===== config.mk =====
export PLATFORM = sky130hd
export DESIGN_NAME = uart_msr_baud
export DESIGN_NICKNAME = d
export VERILOG_FILES = /design/src/uart_msr_baud_pkg.sv /design/src/uart_msr_baud.sv
export SDC_FILE = /design/constraint.sdc
export NUM_CORES = 1
export LEC_CHECK = 0
export BUFFER_PORTS_ARGS = -buffer_cell sky130_fd_sc_hd__buf_2
export CAP_MARGIN = 20
export CORE_ASPECT_RATIO = 1.5
export CORE_UTILIZATION = 47
export CTS_CLUSTER_SIZE = 28
export DETAILED_ROUTE_END_ITERATION = 6
export PLACE_DENSITY_LB_ADDON = 0.25
export SYNTH_ARGS = -nofsm -noshare
export SYNTH_HDL_FRONTEND = slang
export SYNTH_SLANG_ARGS = --single-unit

===== constraint.sdc =====
create_clock -name mclk_i -period 4.6 [get_ports mclk_i]
set_input_delay 0.69 -clock mclk_i [delete_from_list [all_inputs] [get_ports mclk_i]]
set_output_delay 0.69 -clock mclk_i [all_outputs]
set_load 0.05 [all_outputs]

===== src/uart_msr_baud_pkg.sv =====
// Package for the modem status, scratch and baud generator block.
// Assumes a 32-bit word-addressed register port; offsets are byte addresses.
package uart_msr_baud_pkg;
  localparam logic [31:0] ADDR_MODEM_STATUS    = 32'h40005018;
  localparam logic [31:0] ADDR_SCRATCH_BYTE    = 32'h4000501C;
  localparam logic [31:0] ADDR_IRQ_STATUS      = 32'h40005020;
  localparam logic [31:0] ADDR_FRACTIONAL_BAUD = 32'h40005024;
  localparam logic [31:0] ADDR_BAUD_DIVIDER    = 32'h40005028;
  localparam logic [31:0] ADDR_IRQ_MASK        = 32'h4000502C;
  localparam logic [31:0] ADDR_CLOCK_DIVIDER   = 32'h40005030;

  localparam logic [15:0] RST_MODEM_STATUS    = 16'h0000;
  localparam logic [15:0] RST_SCRATCH_BYTE    = 16'h0000;
  localparam logic [15:0] RST_FRACTIONAL_BAUD = 16'h0000;
  localparam logic [15:0] RST_BAUD_DIVIDER    = 16'h0001;
  localparam logic [7:0]  RST_CLOCK_DIVIDER   = 8'h01;
  localparam logic [3:0]  RST_IRQ             = 4'h0;

  localparam int BIT_CARRIER   = 7;
  localparam int BIT_RING      = 6;
  localparam int BIT_DSR       = 5;
  localparam int BIT_CTS       = 4;
  localparam int BIT_DCD_CHG   = 3;
  localparam int BIT_RING_EDGE = 2;
  localparam int BIT_DSR_CHG   = 1;
  localparam int BIT_CTS_CHG   = 0;
  localparam int BIT_FRAC_EN   = 15;
  localparam int FRAC_M_HI     = 12;
  localparam int FRAC_M_LO     = 11;
  localparam int FRAC_N_HI     = 10;
  localparam int FRAC_N_W      = 11;
  localparam int OVERSAMPLE    = 16;
  localparam logic [4:0] OVERSAMPLE_LAST = 5'h0F;
endpackage


===== src/uart_msr_baud.sv =====
// Modem status register, scratch register and fractional baud generator.
// Assumes pin inputs are already synchronous to mclk_i; single clock domain.
//
// Behaviour
// - Status bit 7 reads as the inverse of the carrier detect pin.
// - Status bit 6 reads as the inverse of the ring indicator pin.
// - Status bit 5 reads as the inverse of the data set ready pin.
// - Status bit 4 reads as the inverse of the clear to send pin.
// - Bit 3 sets on any carrier detect change and clears after a status read.
// - Bit 2 sets when ring status goes 0 to 1 and clears after a status read.
// - Bit 1 sets on any data set ready change and clears after a status read.
// - Bit 0 sets on any clear to send change and clears after a status read.
// - Status bits 15 to 8 read as zero.
// - The scratch register stores 8 bits and returns the last value written.
// - Scratch upper bits read zero and the scratch value steers nothing.
// - Fractional baud bit 15 turns on the fractional generator.
// - Fractional rate is clock over divider over 2(M+N/2048) over 16 times divisor.
// - The N field sits at bits 10:0 and takes 0 to 2047.
`timescale 1ns/1ns
module uart_msr_baud
  import uart_msr_baud_pkg::*;
(
  input  wire logic        mclk_i,
  input  wire logic        srst_i,
  input  wire logic [31:0] addr_i,
  input  wire logic [31:0] wdata_i,
  input  wire logic        wr_i,
  input  wire logic        rd_i,
  input  wire logic        carrier_detect_pin_n_i,
  input  wire logic        ring_indicator_pin_n_i,
  input  wire logic        data_set_ready_pin_n_i,
  input  wire logic        clear_to_send_pin_n_i,
  output logic      [31:0] rdata_o,
  output logic             baud_tick_o,
  output logic             oversample_tick_o,
  output logic      [3:0]  modem_change_o,
  output logic             irq_o
);

  logic [3:0]  pin_level;       // Inverted pins: carrier, ring, dsr, cts
  logic [3:0]  pin_prev;
  logic [3:0]  change_flags;    // carrier_detect_changed .. clear_to_send_changed
  logic [3:0]  next_change;
  logic [3:0]  change_event;
  logic [7:0]  scratch_value;
  logic        fractional_enable;
  logic [1:0]  fractional_m_field;
  logic [10:0] fractional_n_field;
  logic [15:0] baud_divider;
  logic [7:0]  peripheral_clock_divider;
  logic [3:0]  irq_status;
  logic [3:0]  irq_mask;
  logic [3:0]  next_irq_status;
  logic        read_status;
  logic [7:0]  pclk_cnt;
  logic        pclk_tick;
  logic [1:0]  m_cnt;
  logic [11:0] n_acc;
  logic        extra_cycle;
  logic        frac_tick;
  logic [15:0] div_cnt;
  logic        os_tick;
  logic [4:0]  os_cnt;
  logic        seen;

  function automatic logic hit(input logic [31:0] a, input logic [31:0] ref_addr);
    hit = (a == ref_addr);
  endfunction

  // Status bits are the complement of the active-low pins
  assign pin_level = {~carrier_detect_pin_n_i,
                      ~ring_indicator_pin_n_i,
                      ~data_set_ready_pin_n_i,
                      ~clear_to_send_pin_n_i};

  // Change events; ring only counts a rise of its status bit
  assign change_event = {pin_level[3] ^ pin_prev[3],
                         pin_level[2] & ~pin_prev[2],
                         pin_level[1] ^ pin_prev[1],
                         pin_level[0] ^ pin_prev[0]};

  // Status read strobe; the same decode feeds the flag clear and the read mux.
  // A read clears all four change flags at once, so software that wants
  // to see every change must read often enough not to miss a second one.
  // Back to back reads are fine: the second sees only changes since the first.
  assign read_status = rd_i && hit(addr_i, ADDR_MODEM_STATUS);

  // Set wins over the read clear so an edge in the read cycle is kept.
  // Hazard: a pin that toggles in the very read cycle shows up on the next
  // read, never lost and never reported twice.
  // Flag order, high to low: carrier, ring rise, data set ready, clear to send.
  // The ring flag only counts a status rise, i.e. the pin going low.
  always_comb begin
    next_change = change_flags;
    if (read_status) begin
      next_change = 4'h0;
    end
    next_change = next_change | change_event;
  end

  // Pin history; seen avoids a false change flag on the first cycle after reset.
  // History resets to the idle status (all pins high, status zero), so a
  // pin already low when reset ends shows a change only in the first cycle,
  // while seen is clear; no flag is raised, but modem_change_o still pulses for that cycle.
  always_ff @(posedge mclk_i) begin
    if (srst_i) begin
      pin_prev <= 4'h0;
      seen     <= 1'b0;
    end else begin
      pin_prev <= pin_level;
      seen     <= 1'b1;
    end
  end

  always_ff @(posedge mclk_i) begin
    if (srst_i) begin
      change_flags <= RST_MODEM_STATUS[3:0];
    end else if (seen) begin
      change_flags <= next_change;
    end else begin
      change_flags <= 4'h0;
    end
  end

  // Register writes.
  // Layouts, all in the low half word of the data bus:
  //   scratch_byte     [7:0]  free storage, steers nothing
  //   fractional_baud  [15]   fractional generator on
  //                    [12:11] M field, software keeps it 1 to 3
  //                    [10:0] N field, 0 to 2047
  //   baud_divider     [15:0] integer divisor, software keeps it nonzero
  //   clock divider    [7:0]  peripheral clock divide, zero acts as one
  //   interrupt mask   [3:0]  same order as the change flags
  // Reserved fields are not stored, so they read back as zero for free.
  // Writes to the status register are ignored; its flags clear by reading.
  // Limitation: changing a divider mid period applies at once to the count in progress,
  // so the first baud period after a write may be of mixed length.
  always_ff @(posedge mclk_i) begin
    if (srst_i) begin
      scratch_value            <= RST_SCRATCH_BYTE[7:0];
      fractional_enable        <= RST_FRACTIONAL_BAUD[BIT_FRAC_EN];
      fractional_m_field       <= RST_FRACTIONAL_BAUD[FRAC_M_HI:FRAC_M_LO];
      fractional_n_field       <= RST_FRACTIONAL_BAUD[FRAC_N_HI:0];
      baud_divider             <= RST_BAUD_DIVIDER;
      peripheral_clock_divider <= RST_CLOCK_DIVIDER;
      irq_mask                 <= RST_IRQ;
    end else if (wr_i) begin
      if (hit(addr_i, ADDR_SCRATCH_BYTE)) begin
        scratch_value <= wdata_i[7:0];
      end
      if (hit(addr_i, ADDR_FRACTIONAL_BAUD)) begin
        fractional_enable  <= wdata_i[BIT_FRAC_EN];
        fractional_m_field <= wdata_i[FRAC_M_HI:FRAC_M_LO];
        fractional_n_field <= wdata_i[FRAC_N_HI:0];
      end
      if (hit(addr_i, ADDR_BAUD_DIVIDER)) begin
        baud_divider <= wdata_i[15:0];
      end
      if (hit(addr_i, ADDR_CLOCK_DIVIDER)) begin
        peripheral_clock_divider <= wdata_i[7:0];
      end
      if (hit(addr_i, ADDR_IRQ_MASK)) begin
        irq_mask <= wdata_i[3:0];
      end
    end
  end

  // Interrupt status: sticky, write one to clear, new event wins.
  // Kept apart from the status flags so a status read does not drop a
  // pending interrupt; software clears it here explicitly.
  // The output is registered from the next state so it rises in the same
  // cycle as the sticky bit, not one cycle behind.
  always_comb begin
    next_irq_status = irq_status;
    if (wr_i && hit(addr_i, ADDR_IRQ_STATUS)) begin
      next_irq_status = next_irq_status & ~wdata_i[3:0];
    end
    next_irq_status = next_irq_status | (change_event & {4{seen}});
  end

  always_ff @(posedge mclk_i) begin
    if (srst_i) begin
      irq_status <= RST_IRQ;
      irq_o      <= 1'b0;
    end else begin
      irq_status <= next_irq_status;
      irq_o      <= |(next_irq_status & irq_mask);
    end
  end

  // Read data one cycle after the strobe; unmapped and reserved bits read zero.
  // The bus returns zero whenever no read was asked, so a stale value can
  // never be mistaken for a fresh answer.
  // The status read returns the flags as they stood before this read clears
  // them; a change in the read cycle itself waits for the next read.
  always_ff @(posedge mclk_i) begin
    if (srst_i) begin
      rdata_o <= 32'h00000000;
    end else if (rd_i) begin
      if (hit(addr_i, ADDR_MODEM_STATUS)) begin
        rdata_o <= {24'h000000, pin_level, change_flags};
      end else if (hit(addr_i, ADDR_SCRATCH_BYTE)) begin
        rdata_o <= {24'h000000, scratch_value};
      end else if (hit(addr_i, ADDR_FRACTIONAL_BAUD)) begin
        rdata_o <= {16'h0000, fractional_enable, 2'b00, fractional_m_field,
                    fractional_n_field};
      end else if (hit(addr_i, ADDR_BAUD_DIVIDER)) begin
        rdata_o <= {16'h0000, baud_divider};
      end else if (hit(addr_i, ADDR_IRQ_STATUS)) begin
        rdata_o <= {28'h0000000, irq_status};
      end else if (hit(addr_i, ADDR_IRQ_MASK)) begin
        rdata_o <= {28'h0000000, irq_mask};
      end else if (hit(addr_i, ADDR_CLOCK_DIVIDER)) begin
        rdata_o <= {24'h000000, peripheral_clock_divider};
      end else begin
        rdata_o <= 32'h00000000;
      end
    end else begin
      rdata_o <= 32'h00000000;
    end
  end

  always_ff @(posedge mclk_i) begin
    if (srst_i) begin
      modem_change_o <= 4'h0;
    end else begin
      modem_change_o <= next_change;
    end
  end

  // Registered copy of the change flags for the line status side.
  // It follows the next state so a new change is visible one edge after it.
  // Peripheral clock divider; zero treated as one.
  // With a divide of one the tick is high every cycle, which is the
  // reset setting; the later stages only ever look at this tick.
  always_ff @(posedge mclk_i) begin
    if (srst_i) begin
      pclk_cnt  <= 8'h00;
      pclk_tick <= 1'b0;
    end else if (pclk_cnt + 8'h01 >= peripheral_clock_divider) begin
      pclk_cnt  <= 8'h00;
      pclk_tick <= 1'b1;
    end else begin
      pclk_cnt  <= pclk_cnt + 8'h01;
      pclk_tick <= 1'b0;
    end
  end

  // Fractional stage: period of 2*M ticks, plus one every time N/2048 carries.
  // Average period 2*(M+N/2048); jitter of one tick is the trade for no divider.
  // Off: M forced to 1, N to 0, giving a steady divide by 2.
  // The down counter is loaded with M minus one, so a half period lasts
  // exactly M ticks; M of zero wraps to four ticks, which software avoids.
  // The accumulator holds the running fraction; its top bit is the carry
  // that asks for one stretched half period.
  // The carry is spent at the wrap point before the next half period is
  // started, so it lengthens that half by exactly one peripheral tick.
  // Over many periods the average is exact; only single periods jitter.
  assign extra_cycle = fractional_enable & n_acc[FRAC_N_W];

  always_ff @(posedge mclk_i) begin
    if (srst_i) begin
      m_cnt     <= 2'b00;
      n_acc     <= 12'h000;
      frac_tick <= 1'b0;
    end else begin
      frac_tick <= 1'b0;
      if (pclk_tick) begin
        if (m_cnt == 2'b00) begin
          // Half periods of M ticks each; the carry adds one pclk tick
          if (extra_cycle) begin
            n_acc <= {1'b0, n_acc[FRAC_N_W-1:0]};
          end else begin
            m_cnt     <= fractional_enable ? (fractional_m_field - 2'b01) : 2'b00;
            frac_tick <= 1'b1;
            if (fractional_enable) begin
              n_acc <= {1'b0, n_acc[FRAC_N_W-1:0]} + {1'b0, fractional_n_field};
            end
          end
        end else begin
          m_cnt <= m_cnt - 2'b01;
        end
      end
    end
  end

  // Half-period pulses pair into one full period of the 2x stage.
  // This is the factor of two in the rate; pairing rather than a second
  // counter keeps the fraction spread over both halves.
  logic half;
  logic frac_out;
  always_ff @(posedge mclk_i) begin
    if (srst_i) begin
      half     <= 1'b0;
      frac_out <= 1'b0;
    end else begin
      frac_out <= frac_tick & half;
      if (frac_tick) begin
        half <= ~half;
      end
    end
  end

  // Integer divider then 16x oversampling; divisor 0 behaves as 1.
  // The compare is on count plus one, so a divisor of one passes every
  // pulse and a divisor of zero cannot stall the chain.
  // Each pass here is one oversample tick for the receive sampler.
  always_ff @(posedge mclk_i) begin
    if (srst_i) begin
      div_cnt <= 16'h0000;
      os_tick <= 1'b0;
    end else begin
      os_tick <= 1'b0;
      if (frac_out) begin
        if (div_cnt + 16'h0001 >= baud_divider) begin
          div_cnt <= 16'h0000;
          os_tick <= 1'b1;
        end else begin
          div_cnt <= div_cnt + 16'h0001;
        end
      end
    end
  end

  // Sixteen oversample ticks make one baud tick; both outputs are
  // registered here so they line up in the same cycle on the wrap.
  // The receive side can use the oversample tick to find bit centres,
  // the transmit side the baud tick to shift out one bit.
  always_ff @(posedge mclk_i) begin
    if (srst_i) begin
      os_cnt            <= 5'h00;
      oversample_tick_o <= 1'b0;
      baud_tick_o       <= 1'b0;
    end else begin
      oversample_tick_o <= os_tick;
      baud_tick_o       <= 1'b0;
      if (os_tick) begin
        if (os_cnt == OVERSAMPLE_LAST) begin
          os_cnt      <= 5'h00;
          baud_tick_o <= 1'b1;
        end else begin
          os_cnt <= os_cnt + 5'h01;
        end
      end
    end
  end

endmodule


# ---- Word-level counts from Yosys, hierarchy flattened
# Cells that the tools add are included.
dict set report op_classes {
  muxes 21
  shift 0
  eq_ne 9
  bitwise 25
  n_reduce_logical 22
  div_mod_pow 0
  n_lt_le_gt_ge 2
  multipliers 0
  add_sub_neg 6
}
# cell n
set ops {}
lappend ops {{== test 32 x 31 -> 1 bit, second input constant} 7}
lappend ops {{two-way mux 16 bit} 3}
lappend ops {{two-way mux 8 bit} 5}
lappend ops {{two-way mux 12 bit} 2}
lappend ops {{adder 16 x 1 -> 16 bit, second input constant} 1}
lappend ops {{>= comparator 16 bit} 1}
lappend ops {{NOT 1 bit} 13}
lappend ops {{adder 11 x 11 -> 12 bit} 1}
lappend ops {{AND 4 bit} 3}
lappend ops {{AND reduction 2 bit} 6}
lappend ops {{OR reduction 2 bit} 5}
lappend ops {{adder 8 x 1 -> 8 bit, second input constant} 1}
lappend ops {{>= comparator 8 bit} 1}
lappend ops {{two-way mux 4 bit} 2}
lappend ops {{bitwise OR 4 bit} 2}
lappend ops {{OR reduction 4 bit} 2}
lappend ops {{OR reduction 8 bit} 1}
lappend ops {{two-way mux 2 bit} 3}
lappend ops {{adder 5 x 1 -> 5 bit, second input constant} 1}
lappend ops {{== test 5 x 4 -> 1 bit, second input constant} 1}
lappend ops {{two-way mux 1 bit} 5}
lappend ops {{two-way mux 5 bit} 1}
lappend ops {{OR reduction 5 bit} 1}
lappend ops {{NOT 4 bit} 1}
lappend ops {{other kinds (10)} 16}
dict set report totals {
  ff_bits 150
  in_bits 72
  latch_bits 0
  ram_bits 0
  memories 0
  mem_bits_ro 0
  wordCells 115
}

# ---- Logic depth before layout (Yosys ltp)
dict set report depth {
  depth_word 8
  mapped_depth 13
  mapped_depth_nobuf 12
}

# ---- Least setup slack after synthesis
# Ideal clock, no wire load.
dict set report synth_path {
  path_kind {register -> register}
  startpoint {register div_cnt[2]}
  endpoint {register div_cnt[14]}
  slack_ns 1.537
  required_ns 4.533
  period_less_slack_ns 3.063
  t_arrival_ns 2.996
  path_buffers 2
  path_stages_with_launch 14
  cell_sequence {dfxtp_1 > clkbuf_1 > and3_1 > nand3_1 > nor3_1 > xor2_1 > ha_1 > a2111oi_2 > nor3_1 > nor3b_1 > a221oi_2 > buf_6 > nand3_2 > a21oi_2}
}
dict set report synth_via {
  elab_chain_len 3
}
# element line
set synth_lines {}
lappend synth_lines {{start: declaration} uart_msr_baud.sv:61} ;# logic [15:0] div_cnt;
lappend synth_lines {{start signal: assignment} uart_msr_baud.sv:319} ;# div_cnt <= div_cnt + 16'h0001;
lappend synth_lines {{adder 16 x 1 -> 16 bit *} {uart_msr_baud.sv:315, uart_msr_baud.sv:319}}
lappend synth_lines {{>= comparator 16 bit} uart_msr_baud.sv:315} ;# if (div_cnt + 16'h0001 >= baud_divider) begin
lappend synth_lines {{two-way mux 16 bit *} uart_msr_baud.sv:315}
# Every way passes the cells marked *; elsewhere a longest branch is shown, timed or not.
# A chain may end at the register's enable or synchronous reset.

# ---- Final worst setup path
dict set report layout_path {
  startpoint {register div_cnt[0]}
  endpoint {register div_cnt[8]}
}
# Same word-level chain as after synthesis.

==> reports/summary.txt <==
initial antenna violation count: 0
synth warn: 0
CTS tree: done
Synth Area in XOR/XNOR: 4.00%
max_slew headroom: 37.4%
largest net degree at the start of global routing: 84
area of the multi-input gates: 3760 µm²
First-pass DRT Iterations: 5
Max stage delay on crit path: 440 ps
Post-Synth Simple-Gate Area: 23.0%
CTS H-tree lvls: 4
mapped cell area: 6790 µm²
placer congestion estimate: 0.852
Adder-Cell Fraction of Synth Area: 7.30%
Max Cap Viol: 0
Clk Latency, worst-skew pair: 410 ps
P per Cell Area: 352 nW/µm²
CTS Sinks: 134
wire length per cell: 16.4 µm
full die area: 14,900 µm²
RSZ-0062 raised after global routing: false
Worst Setup End Kind: flop
Setup Skew: 6.63 ps
Yosys cell types: 68
gr ovfl total: 0
first-pass GRT wire length: 27,400 µm
Die H: 149 µm
sequential share of the synthesized area: 39.5%
flops & latches, synth: 134
critical path type: reg2reg
CP startpoint kind: flop
Leakage: 3.31 nW
ys async rst share: 0%
post-synthesis compound-gate area fraction: 14.0%
mux cell area share after synthesis: 6.17%
Starting DRT DRC Count: 320
vias in the first global route: 5,782
post-route ant nets: 0
Die X: 100 µm
worst hold path class: reg2reg
syn_area_per_cell: 8.89 µm²
final WL: 16,900 µm
sequential cell area: 2680 µm²
buffers added on ports: 78
clock transition at the registers of the reported paths: 60 ps
number of synthesized flops with an enable pin: 0
Total Nets Final: 937
diode count: 0
Fillers: 1,311
final hold vios: 0
CP arrival: 3650 ps
fin util: 55.7%
VDD IR-drop max: 253 µV
FP Rows: 53
I/O pin count: 111
Slowest-stage cell, CP: dfxtp_1
CTS root buf: clkbuf_16
Main synth FF type: dfxtp_1
CTS buffer count: 17
vias: 5,782
Placeable Area: 14,100 µm²
post-synthesis cell count: 764
worst-margin pin slew: 938 ps
CP Max Fanout: 17
Clock Path Buffers: 2
Via density: 5.61
Final min period: 3320 ps
gr usage total: 23.4%
cts repair resizes: 0
hpwl dp: 12,400 µm
Post-CTS Setup Repair Bufs: 0
Final Max Tran Viols: 0
worst path required time: 4930 ps
main combinational cell family by area after synthesis: simple AND/OR/NAND/NOR gates
critical path, cell by cell: ha_1 > nand3_1 > nor3_1 > xor2_1 > ha_1 > a2111oi_2 > nor3_1 > nor3b_1 > a221oi_2 > buf_4 > nand3_1 > a21oi_1
final setup fails: 0
ratio of cells with drive above 1 in the final layout: 15.5%
final period utilization: 72.1%
status: finished clean
Layout area overhead: 15.4%
Starting Density: 48.3%
# hold bufs at CTS: 0
Setup TNS: 0 ps
DRC violations left: 0
Max Freq: 302 MHz
-- metrics by stage --
| stage | total power [mW] | std cells | hold WS [ps] | setup WS, ps | instance area [µm²] |
|---|---|---|---|---|---|
| after floorplan | 1.30 | 779 | 436 | 1540 | 6850 |
| after global placement | 1.34 | 999 | 445 | 1420 | 7200 |
| after detailed placement | 1.34 | 999 | 453 | 1300 | 7200 |
| after CTS | 2.78 | 1030 | 460 | 1310 | 7830 |
| after global routing | 2.83 | 1030 | 472 | 1040 | 7830 |
| final | 2.76 | 1030 | 461 | 1280 | 7830 |
-- area by class of cell --
type	instances	area share, %
tap	192	3.07
inverter	30	1.44
clock buffer	19	5.78
timing repair buffer	80	5.17
multi-input combinational	563	48.0
sequential	134	34.2
clock inverter	12	2.25
-- path summary, 6_finish.rpt --
| path | from | to | slack [ps] | cells after the start |
|---|---|---|---|---|
| min reg2reg | n_acc[4] | n_acc[4] | 460 | 2 |
| max | div_cnt[0] | div_cnt[8] | 1280 | 12 |
| max reg2reg | div_cnt[0] | div_cnt[8] | 1280 | 12 |
| min | n_acc[4] | n_acc[4] | 460 | 2 |
-- cell usage in the layout, fill, tap and decap left out, types with 7 or more instances in the layout --
cell type,synthesis,layout
nor2b_1,12,12
buf_2,5,78
nor3_1,11,11
a21o_1,7,7
inv_1,30,30
nand4_1,9,9
clkbuf_16,0,17
xor2_1,10,10
o21ai_0,20,20
ha_1,38,38
nand3_1,23,23
and3_1,14,14
and4b_1,7,7
conb_1,1,16
xnor2_1,21,21
a21oi_1,46,46
nand2b_1,23,23
dfxtp_1,134,134
nand2_1,67,67
nor2_1,90,90
a22oi_1,13,13
a211oi_1,11,11
mux2i_1,34,34
-- flip-flops by register name, indices dropped and copies added (netlist names), 8 cells and up --
| register | count |
|---|---|
| scratch_value | 8 |
| rdata_o | 16 |
| baud_divider | 16 |
| fractional_n_field | 11 |
| div_cnt | 16 |
| pclk_cnt | 8 |
| peripheral_clock_divider | 8 |
| n_acc | 12 |
-- worst max-delay path: cells and delay by family, from the launching register on --
| kind | cells | cell delay (ps) |
|---|---|---|
| buf+inv | 1 | 270 |
| compound gates | 3 | 780 |
| xor+xnor | 1 | 270 |
| flops | 1 | 440 |
| simple gates | 5 | 870 |
| fa+ha+maj | 2 | 590 |
-- routing by layer --
| metal | part of all wire (%) | vias up | track usage (%) |
|---|---|---|---|
| li1 | - | 2798 | - |
| met4 | 3.7 | 0 | 13.1 |
| met5 | 0 | - | 0 |
| met1 | 40 | 2746 | 26.0 |
| met2 | 52 | 188 | 41.6 |
| met3 | 4.6 | 50 | 4.03 |
-- power breakdown --
group          total [mW]  internal, mW  switching [mW]
sequential           1.18          1.17         0.00833
combinational       0.140        0.0385           0.102
clock                1.43         0.933           0.501
total                2.76          2.14           0.611
-- Yosys cell counts (9+ instances only) --
library cell	instances	area (µm²)
a22oi_1	13	97.6
nand4_1	9	56.3
ha_1	38	475
xnor2_1	21	184
dfxtp_1	134	2680
a211oi_1	11	82.6
nor3_1	11	55.1
nand3_1	23	115
mux2i_1	34	340
xor2_1	10	87.6
nand2b_1	23	144
a21oi_1	46	230
o21ai_0	20	100
clkbuf_1	21	78.8
nand2_1	67	251
buf_4	21	158
nor2b_1	12	75.1
and3_1	14	87.6
inv_1	30	113
nor2_1	90	338
-- cell families after synthesis --
| group | Yosys count |
|---|---|
| and+or+nand+nor | 297 |
| AOI/OAI and AO/OA | 142 |
| DFF | 134 |
| buffers and inverters | 82 |
| adders and majority gates | 39 |
| muxes | 38 |
| xor gates and xnor gates | 31 |
| other | 1 |
Note: power is estimated with default switching activity, not from simulation.
